**config.mk**
```make
export PLATFORM = sky130hd
export DESIGN_NAME = pch_channel_pair
export DESIGN_NICKNAME = d
export VERILOG_FILES = /design/src/common/pch_pkg.sv /design/src/design/pch_channel_pair.sv
export SDC_FILE = /design/constraint.sdc
export NUM_CORES = 1
export LEC_CHECK = 0
export CAP_MARGIN = 20
export CORE_ASPECT_RATIO = 0.9
export CORE_MARGIN = 4
export CORE_UTILIZATION = 45
export CTS_CLUSTER_DIAMETER = 80
export CTS_CLUSTER_SIZE = 30
export DETAILED_ROUTE_END_ITERATION = 8
export DONT_BUFFER_PORTS = 1
export PLACE_DENSITY = 0.61
export SLEW_MARGIN = 10
export SYNTH_ARGS = -nofsm -noshare
export SYNTH_HDL_FRONTEND = slang
export SYNTH_SLANG_ARGS = --single-unit
export TNS_END_PERCENT = 5
```
**constraint.sdc**
```tcl
create_clock -name ref_clk -period 5.15 [get_ports ref_clk]
set_input_delay 1.03 -clock ref_clk [delete_from_list [all_inputs] [get_ports ref_clk]]
set_output_delay 1.03 -clock ref_clk [all_outputs]
set_load 0.01 [all_outputs]
```
**src/common/pch_pkg.sv**
```systemverilog
// constants, register map and state type of the peripheral channel pair
// assumes a single 50 MHz clock domain shared by all users of the package
package pch_pkg;
    // ****************************************
    // widths
    // ****************************************
    localparam int PCH_AW = 8;
    localparam int PCH_DW = 32;
    localparam int PCH_CW = 16;
    localparam int PCH_NF = 4;
    // ****************************************
    // register offsets (byte addresses)
    // ****************************************
    localparam logic [7:0] PCH_RX_PTR = 8'h00;
    localparam logic [7:0] PCH_RX_CNT = 8'h04;
    localparam logic [7:0] PCH_TX_PTR = 8'h08;
    localparam logic [7:0] PCH_TX_CNT = 8'h0C;
    localparam logic [7:0] PCH_RX_NPTR = 8'h10;
    localparam logic [7:0] PCH_RX_NCNT = 8'h14;
    localparam logic [7:0] PCH_TX_NPTR = 8'h18;
    localparam logic [7:0] PCH_TX_NCNT = 8'h1C;
    localparam logic [7:0] PCH_CTRL = 8'h20;
    localparam logic [7:0] PCH_STATUS = 8'h24;
    localparam logic [7:0] PCH_IRQ_STAT = 8'h28;
    localparam logic [7:0] PCH_IRQ_MASK = 8'h2C;
    // ****************************************
    // field positions
    // ****************************************
    localparam int PCH_CTL_RX_EN = 0;
    localparam int PCH_CTL_TX_EN = 1;
    localparam int PCH_CTL_HALF = 2;
    localparam int PCH_F_END_RX = 0;
    localparam int PCH_F_END_TX = 1;
    localparam int PCH_F_RX_BUFF = 2;
    localparam int PCH_F_TX_BUFE = 3;
    localparam int PCH_ST_RX_RDY = 4;
    localparam int PCH_ST_TX_RDY = 5;
    // ****************************************
    // reset values and steps
    // ****************************************
    localparam logic [2:0] PCH_CTL_RST = 3'h0;
    localparam logic [3:0] PCH_FLAG_RST = 4'hF;
    localparam logic [3:0] PCH_MASK_RST = 4'h0;
    localparam logic [15:0] PCH_CNT_RST = 16'h0000;
    localparam logic [15:0] PCH_CNT_ONE = 16'h0001;
    localparam logic [31:0] PCH_PTR_RST = 32'h00000000;
    localparam logic [31:0] PCH_PTR_STEP = 32'h00000004;
    localparam logic [31:0] PCH_ZERO = 32'h00000000;
    // ****************************************
    // transfer sequencer states
    // ****************************************
    typedef enum logic [5:0] {
        PCH_IDLE = 6'h01,
        PCH_REQ = 6'h02,
        PCH_SRC = 6'h04,
        PCH_CAP = 6'h08,
        PCH_DST = 6'h10,
        PCH_DONE = 6'h20
    } pch_state_t;
endpackage : pch_pkg

```
**src/design/pch_channel_pair.sv**
```systemverilog
// receive and transmit channel pair moving words between a serial
// peripheral's holding registers and memory over the bus matrix
// assumes all inputs synchronous to ref_clk and bus_gnt held while bus_req
//
// Implementation choices: the strobed register port and the placing of the registers.
`timescale 1ns/100ps
module pch_channel_pair (
    input wire logic ref_clk,
    input wire logic resetn,
    input wire logic [pch_pkg::PCH_AW-1:0] reg_addr,
    input wire logic [pch_pkg::PCH_DW-1:0] reg_wdata,
    input wire logic reg_wr,
    input wire logic reg_rd,
    output logic [pch_pkg::PCH_DW-1:0] reg_rdata,
    input wire logic rx_ready,
    input wire logic [pch_pkg::PCH_DW-1:0] per_rdata,
    output logic per_rd,
    input wire logic tx_ready,
    output logic per_wr,
    output logic [pch_pkg::PCH_DW-1:0] per_wdata,
    output logic bus_req,
    input wire logic bus_gnt,
    output logic [pch_pkg::PCH_DW-1:0] bus_addr,
    output logic bus_wr,
    output logic bus_rd,
    output logic [pch_pkg::PCH_DW-1:0] bus_wdata,
    input wire logic [pch_pkg::PCH_DW-1:0] bus_rdata,
    output logic irq
);
    import pch_pkg::*;

    function automatic logic hit(input logic [PCH_AW-1:0] a, input logic [PCH_AW-1:0] off);
        hit = (a == off);
    endfunction : hit

    // ****************************************
    // state
    // ****************************************
    pch_state_t st_r, st_nxt;
    logic dir_r, dir_nxt;
    logic [2:0] ctl_r;
    logic [31:0] rx_ptr_r, tx_ptr_r, rx_nptr_r, tx_nptr_r;
    logic [15:0] rx_cnt_r, tx_cnt_r, rx_ncnt_r, tx_ncnt_r;
    logic [PCH_NF-1:0] flags_r, ist_r, mask_r;
    logic [31:0] buf_r, bus_addr_r, reg_rdata_r;
    logic per_rd_r, per_wr_r, bus_req_r, bus_wr_r, bus_rd_r, irq_r;

    // ****************************************
    // register decode
    // ****************************************
    wire logic half = ctl_r[PCH_CTL_HALF];
    wire logic rx_en = ctl_r[PCH_CTL_RX_EN];
    wire logic tx_en = ctl_r[PCH_CTL_TX_EN];
    wire logic [15:0] wd16 = reg_wdata[PCH_CW-1:0];
    wire logic wd_nz = (wd16 != PCH_CNT_RST);
    wire logic wr_rcnt = reg_wr && hit(reg_addr, PCH_RX_CNT);
    wire logic wr_rncnt = reg_wr && hit(reg_addr, PCH_RX_NCNT);
    wire logic wr_tcnt = reg_wr && hit(reg_addr, PCH_TX_CNT);
    wire logic wr_tncnt = reg_wr && hit(reg_addr, PCH_TX_NCNT);
    // half duplex folds receive counter writes onto the shared counters
    wire logic rc_wr = wr_rcnt && !half;
    wire logic rnc_wr = wr_rncnt && !half;
    wire logic tc_wr = wr_tcnt || (half && wr_rcnt);
    wire logic tnc_wr = wr_tncnt || (half && wr_rncnt);
    wire logic [15:0] rx_cnt_v = half ? tx_cnt_r : rx_cnt_r;
    wire logic [15:0] rx_ncnt_v = half ? tx_ncnt_r : rx_ncnt_r;

    // ****************************************
    // transfer sequencer
    // ****************************************
    wire logic rx_go = rx_en && rx_ready && (rx_cnt_v != PCH_CNT_RST);
    wire logic tx_go = tx_en && tx_ready && (tx_cnt_r != PCH_CNT_RST);

    always_comb begin
        st_nxt = st_r;
        dir_nxt = dir_r;
        case (st_r)
            PCH_IDLE: begin
                if (rx_go) begin
                    st_nxt = PCH_REQ;
                    dir_nxt = 1'b0;
                end else if (tx_go) begin
                    st_nxt = PCH_REQ;
                    dir_nxt = 1'b1;
                end
            end
            PCH_REQ: begin
                if (bus_gnt) begin
                    st_nxt = PCH_SRC;
                end
            end
            PCH_SRC: st_nxt = PCH_CAP;
            PCH_CAP: st_nxt = PCH_DST;
            PCH_DST: st_nxt = PCH_DONE;
            PCH_DONE: st_nxt = PCH_IDLE;
            default: st_nxt = PCH_IDLE;
        endcase
    end

    wire logic in_bus = (st_nxt == PCH_REQ) || (st_nxt == PCH_SRC) ||
                        (st_nxt == PCH_CAP) || (st_nxt == PCH_DST);
    wire logic done_rx = (st_r == PCH_DONE) && !dir_r;
    wire logic done_tx = (st_r == PCH_DONE) && dir_r;
    wire logic [31:0] cap_data = dir_r ? bus_rdata : per_rdata;

    always_ff @(posedge ref_clk or negedge resetn) begin
        if (!resetn) begin
            st_r <= PCH_IDLE;
            dir_r <= 1'b0;
            buf_r <= PCH_ZERO;
            bus_addr_r <= PCH_ZERO;
            bus_req_r <= 1'b0;
            per_rd_r <= 1'b0;
            per_wr_r <= 1'b0;
            bus_rd_r <= 1'b0;
            bus_wr_r <= 1'b0;
        end else begin
            st_r <= st_nxt;
            dir_r <= dir_nxt;
            bus_req_r <= in_bus;
            bus_addr_r <= dir_nxt ? tx_ptr_r : rx_ptr_r;
            per_rd_r <= (st_nxt == PCH_SRC) && !dir_nxt;
            bus_rd_r <= (st_nxt == PCH_SRC) && dir_nxt;
            bus_wr_r <= (st_nxt == PCH_DST) && !dir_nxt;
            per_wr_r <= (st_nxt == PCH_DST) && dir_nxt;
            if (st_r == PCH_CAP) begin
                buf_r <= cap_data;
            end
        end
    end

    // ****************************************
    // counters and pointers
    // ****************************************
    wire logic [15:0] act_cnt = dir_r ? tx_cnt_r : rx_cnt_v;
    wire logic [15:0] act_ncnt = dir_r ? tx_ncnt_r : rx_ncnt_v;
    wire logic [15:0] cnt_dec = act_cnt - PCH_CNT_ONE;
    wire logic cnt_zero = (cnt_dec == PCH_CNT_RST);
    wire logic reload = cnt_zero && (act_ncnt != PCH_CNT_RST);
    wire logic [15:0] cnt_upd = reload ? act_ncnt : cnt_dec;
    wire logic rc_done = done_rx && !half;
    wire logic tc_done = done_tx || (half && done_rx);
    wire logic [15:0] rc_nxt = rc_wr ? wd16 : (rc_done ? cnt_upd : rx_cnt_r);
    wire logic [15:0] tc_nxt = tc_wr ? wd16 : (tc_done ? cnt_upd : tx_cnt_r);
    wire logic [15:0] rnc_nxt = rnc_wr ? wd16 : ((rc_done && reload) ? PCH_CNT_RST : rx_ncnt_r);
    wire logic [15:0] tnc_nxt = tnc_wr ? wd16 : ((tc_done && reload) ? PCH_CNT_RST : tx_ncnt_r);
    wire logic [31:0] rp_step = reload ? rx_nptr_r : (rx_ptr_r + PCH_PTR_STEP);
    wire logic [31:0] tp_step = reload ? tx_nptr_r : (tx_ptr_r + PCH_PTR_STEP);
    wire logic [31:0] rp_nxt = (reg_wr && hit(reg_addr, PCH_RX_PTR)) ? reg_wdata :
                               (done_rx ? rp_step : rx_ptr_r);
    wire logic [31:0] tp_nxt = (reg_wr && hit(reg_addr, PCH_TX_PTR)) ? reg_wdata :
                               (done_tx ? tp_step : tx_ptr_r);

    always_ff @(posedge ref_clk or negedge resetn) begin
        if (!resetn) begin
            rx_cnt_r <= PCH_CNT_RST;
            tx_cnt_r <= PCH_CNT_RST;
            rx_ncnt_r <= PCH_CNT_RST;
            tx_ncnt_r <= PCH_CNT_RST;
            rx_ptr_r <= PCH_PTR_RST;
            tx_ptr_r <= PCH_PTR_RST;
            rx_nptr_r <= PCH_PTR_RST;
            tx_nptr_r <= PCH_PTR_RST;
            ctl_r <= PCH_CTL_RST;
            mask_r <= PCH_MASK_RST;
        end else begin
            rx_cnt_r <= rc_nxt;
            tx_cnt_r <= tc_nxt;
            rx_ncnt_r <= rnc_nxt;
            tx_ncnt_r <= tnc_nxt;
            rx_ptr_r <= rp_nxt;
            tx_ptr_r <= tp_nxt;
            if (reg_wr && hit(reg_addr, PCH_RX_NPTR)) begin
                rx_nptr_r <= reg_wdata;
            end
            if (reg_wr && hit(reg_addr, PCH_TX_NPTR)) begin
                tx_nptr_r <= reg_wdata;
            end
            if (reg_wr && hit(reg_addr, PCH_CTRL)) begin
                ctl_r <= reg_wdata[2:0];
            end
            if (reg_wr && hit(reg_addr, PCH_IRQ_MASK)) begin
                mask_r <= reg_wdata[PCH_NF-1:0];
            end
        end
    end

    // ****************************************
    // channel flags and interrupt
    // ****************************************
    wire logic clr_r = (wr_rcnt || wr_rncnt) && wd_nz;
    wire logic clr_t = (wr_tcnt || wr_tncnt) && wd_nz;
    wire logic last_zero = cnt_zero && (act_ncnt == PCH_CNT_RST);
    logic [PCH_NF-1:0] set_v, clr_v, ist_nxt;
    assign set_v[PCH_F_END_RX] = done_rx && cnt_zero;
    assign set_v[PCH_F_END_TX] = done_tx && cnt_zero;
    assign set_v[PCH_F_RX_BUFF] = done_rx && last_zero;
    assign set_v[PCH_F_TX_BUFE] = done_tx && last_zero;
    assign clr_v[PCH_F_END_RX] = clr_r;
    assign clr_v[PCH_F_END_TX] = clr_t;
    assign clr_v[PCH_F_RX_BUFF] = clr_t;
    assign clr_v[PCH_F_TX_BUFE] = clr_t;
    wire logic ist_wr = reg_wr && hit(reg_addr, PCH_IRQ_STAT);

    genvar gi;
    generate
        for (gi = 0; gi < PCH_NF; gi++) begin : g_flag
            assign ist_nxt[gi] = set_v[gi] || (ist_r[gi] && !(ist_wr && reg_wdata[gi]));
            always_ff @(posedge ref_clk or negedge resetn) begin
                if (!resetn) begin
                    flags_r[gi] <= PCH_FLAG_RST[gi];
                    ist_r[gi] <= 1'b0;
                end else begin
                    flags_r[gi] <= set_v[gi] || (flags_r[gi] && !clr_v[gi]);
                    ist_r[gi] <= ist_nxt[gi];
                end
            end
        end
    endgenerate

    always_ff @(posedge ref_clk or negedge resetn) begin
        if (!resetn) begin
            irq_r <= 1'b0;
        end else begin
            irq_r <= |(ist_nxt & mask_r);
        end
    end

    // ****************************************
    // register read
    // ****************************************
    wire logic [31:0] st_word = {26'h0000000, tx_ready, rx_ready, flags_r};
    wire logic [31:0] rd_val =
        hit(reg_addr, PCH_RX_PTR) ? rx_ptr_r :
        hit(reg_addr, PCH_RX_CNT) ? {16'h0000, rx_cnt_v} :
        hit(reg_addr, PCH_TX_PTR) ? tx_ptr_r :
        hit(reg_addr, PCH_TX_CNT) ? {16'h0000, tx_cnt_r} :
        hit(reg_addr, PCH_RX_NPTR) ? rx_nptr_r :
        hit(reg_addr, PCH_RX_NCNT) ? {16'h0000, rx_ncnt_v} :
        hit(reg_addr, PCH_TX_NPTR) ? tx_nptr_r :
        hit(reg_addr, PCH_TX_NCNT) ? {16'h0000, tx_ncnt_r} :
        hit(reg_addr, PCH_CTRL) ? {29'h00000000, ctl_r} :
        hit(reg_addr, PCH_STATUS) ? st_word :
        hit(reg_addr, PCH_IRQ_STAT) ? {28'h0000000, ist_r} :
        hit(reg_addr, PCH_IRQ_MASK) ? {28'h0000000, mask_r} : PCH_ZERO;

    always_ff @(posedge ref_clk or negedge resetn) begin
        if (!resetn) begin
            reg_rdata_r <= PCH_ZERO;
        end else begin
            reg_rdata_r <= reg_rd ? rd_val : PCH_ZERO;
        end
    end

    assign reg_rdata = reg_rdata_r;
    assign per_rd = per_rd_r;
    assign per_wr = per_wr_r;
    assign per_wdata = buf_r;
    assign bus_req = bus_req_r;
    assign bus_addr = bus_addr_r;
    assign bus_wr = bus_wr_r;
    assign bus_rd = bus_rd_r;
    assign bus_wdata = buf_r;
    assign irq = irq_r;
endmodule : pch_channel_pair

```
==> summary.txt <==
Finish
  • Share of cells above drive strength 1: 0.124
  • Layout Cells excl Fill: 2105
  • Final Util: 0.483
  • Final instance area: 0.0181 sq mm
  • Fin nets: 1721
  • # fillers: 3453
  • Multi-input gate area: 0.00853 sq mm
  • Layout area overhead: 5.13%
  • Register area: 0.00792 sq mm

Global routing
  • Largest net degree at the start of global routing: 317
  • First-pass GRT wire length: 89300 microns
  • Grt ovf: 0
  • Aggregate global-route resource usage: 0.274
  • Vias in the first global route: 13683
  • Antenna violations before repair: 2

Timing
  • Final TNS setup: 0 ns
  • Max-slew violations: 0
  • Tmin final: 4.31 ns
  • RSZ-0062 raised after global routing: no
  • Final Cycle Share: 0.836
  • Hold Violations, Final: 0
  • Max_slew headroom: 0.369
  • Final Skew: 0.0368 ns
  • Setup violators final: 0
  • Worst-margin pin slew: 0.945 ns
  • Fmax: 232 MHz

Floorplan
  • Row count: 67
  • IO Count: 245
  • Die ar.: 0.0416 sq mm
  • Die Y: 194 microns
  • Die Span X: 214 microns
  • Core area: 0.0376 sq mm
  • Initial core utilization: 0.460

Place
  • Placed cell count: 2065
  • DPL Wire Length: 40300 microns
  • GPL Wtd Cong: 0.999
  • Area post-placement: 0.0173 sq mm
  • Port bufs: 0

Clock tree
  • CTS Hold Bufs: 0
  • CTS tree: done
  • Clk pin slew, worst setup/hold paths: 0.10 ns
  • CTS Buf Count: 21
  • Clk sink count: 316
  • CTS resizes: 0
  • Max clock buf depth: 3
  • H-tree Lvls: 1
  • Post-CTS Setup Bufs: 0
  • Root buffer cell: clkbuf_16
  • Skew-Pair Late Insertion Delay: 0.57 ns

Synthesis
  • Cell variety after synth: 68
  • Post-Syn Instances: 1719
  • Net Count, Synth: 1834
  • Ys async rst share: 1.00
  • Number of synthesized register bits: 316
  • Synth Cell Area: 0.0173 sq mm
  • Syn Area/Cell: 10.0 sq um
  • Synthesis Warnings: 0
  • Number of flops mapped to enable cells by yosys: 0
  • Sequential element share of the synthesized area: 0.458
  • Ys flop type: dfrtp_1

Critical path
  • Critical Path, Cell by Cell: or2_1 -> buf_4 -> a21oi_1 -> or3_1 -> or3_1 -> a211oi_2 -> nand4_1 -> buf_12 -> o21a_1 -> o22a_1
  • Crit end category: flop
  • Crit path max fanout: 64
  • Critical Path Most Common Cell: or3_1
  • Arr. time, crit path: 4.74 ns
  • CP required: 5.59 ns
  • Max stage delay cell, worst path: dfrtp_2
  • Startpoint Class: flop
  • CP Class: flop to flop
  • Max incr delay on CP: 0.49 ns

Routing
  • Post-DR vias/cell: 6.75
  • WL final: 59500 microns
  • Via count: 14216
  • Antenna Nets Post-Route: 0
  • Drt first pass iters: 7
  • DR DRC count: 0
  • Initial DRC Count: 2091
  • DR WL/cell: 28.2 microns

Flow run
  • Max Cap Viol: 0

Power and ir drop
  • PwrDens: 322 mW/mm^2
  • Total chip power: 5.84 mW
  • P_leak: 8.23 nW
  • VDD IR max: 0.000199 V

Outcome
  • Outcome: complete, no violations

Min path
  • Worst Hold Class: input port to asynchronous set/reset pin
## state kept, by name, summed over array words and instances, names as in the netlist, 16 cells and up
signal     flops
rx_cnt_r      16
tx_ptr_r      32
tx_ncnt_r     16
reg_rdata     32
rx_ncnt_r     16
bus_addr      32
tx_cnt_r      16
rx_ptr_r      32
rx_nptr_r     32
tx_nptr_r     32
bus_wdata     32
## worst paths after layout
path / start / to / slack, ns / cells after the start
max: dir_r$_DFF_PN0_ / tx_ptr_r[1]$_DFFE_PN0P_ / 0.84 / 10
min: resetn / tx_cnt_r[12]$_DFFE_PN0P_ / 0.19 / 0
max reg2reg: dir_r$_DFF_PN0_ / tx_ptr_r[1]$_DFFE_PN0P_ / 0.84 / 10
min reg2reg: flags_r[1]$_DFF_PN1_ / flags_r[1]$_DFF_PN1_ / 0.47 / 2
max in group asynchronous: resetn / rx_nptr_r[1]$_DFFE_PN0P_ / 4.42 / 0
min in group ref_clk: flags_r[1]$_DFF_PN1_ / flags_r[1]$_DFF_PN1_ / 0.47 / 2
## critical path: cells and delay by family, from the launching register on
kind	cells	cell delay, ns
compound gates	4	1.14
buf+inv	2	0.85
flops	1	0.49
simple gates	4	1.66
## layer usage
layer | GRT usage | vias up | routed length, microns | part of all wire
met5 | 0 | - | 0 | 0
met4 | 0.103 | 0 | 2480 | 0.042
met3 | 0.0575 | 122 | 5550 | 0.093
met2 | 0.418 | 832 | 26400 | 0.44
met1 | 0.387 | 7164 | 25000 | 0.42
li1 | - | 6098 | - | -
## cell usage after synthesis (all sizes together) (11+ instances only)
cell / instances / area (sq um)
and2: 14 / 87.6
nand3: 30 / 150
a22o: 32 / 280
a31oi: 18 / 113
xnor2: 50 / 438
nor3: 12 / 60.1
nand4: 22 / 138
a222oi: 28 / 280
dfrtp: 311 / 7780
nor4: 26 / 178
nand2: 141 / 529
buf: 71 / 433
mux2: 108 / 1220
o211ai: 13 / 97.6
nor2: 100 / 375
o21ai: 131 / 656
o22ai: 31 / 194
a22oi: 37 / 278
a21oi: 96 / 484
mux2i: 149 / 1500
inv: 11 / 41.3
xor2: 19 / 166
a21boi: 16 / 120
and3: 44 / 280
clkbuf: 97 / 364
a211oi: 21 / 163
## logic make-up after synthesis
group,after synthesis,share of synthesized area
AOI/OAI and AO/OA,460,0.173
and+or+nand+nor,434,0.124
muxes,257,0.158
DFF,316,0.458
xor gates and xnor gates,69,0.0350
adders and majority gates,4,0.00290
buffers and inverters,179,0.0486
## power breakdown
| part | switching [mW] | total, mW | internal [mW] |
|---|---|---|---|
| clock network | 1.12 | 1.98 | 0.861 |
| registers | 0.206 | 2.83 | 2.62 |
| logic | 0.602 | 1.03 | 0.430 |
| total | 1.93 | 5.84 | 3.91 |
## final cells by class
cell class / count / area share
flip-flops and latches: 316 / 0.436
clock buffers: 21 / 0.0290
well taps: 483 / 0.0333
repair buffers: 32 / 0.0139
multi-input cells: 1224 / 0.470
diodes: 2 / 0.000276
inverters: 11 / 0.00228
clock inverters: 16 / 0.0150
## metrics by stage
step / setup WS [ns] / hold slack [ns]
finish: 0.845 / 0.193
global route: 0.672 / 0.179
CTS: 0.944 / 0.157
detailed placement: 0.961 / 0.457
global placement: 1.10 / 0.451
floorplan: 0.834 / 0.439
## cell usage in the layout (no fill, tap or decap), drive strengths merged, types with 16 or more instances in the layout
cell,Yosys,final
mux2i,149,149
a222oi,28,28
nand3,30,30
mux2,108,108
o22ai,31,31
a21boi,16,16
a211oi,21,21
buf,71,32
a22o,32,32
and3,44,44
inv,11,20
nand2,141,141
o21ai,131,131
nor4,26,26
a21oi,96,96
xor2,19,19
a31oi,18,18
nor2,100,100
a22oi,37,37
xnor2,50,50
clkbuf,97,21
dfrtp,311,311
nand4,22,22
No activity file was read; power rests on OpenSTA's default activity.
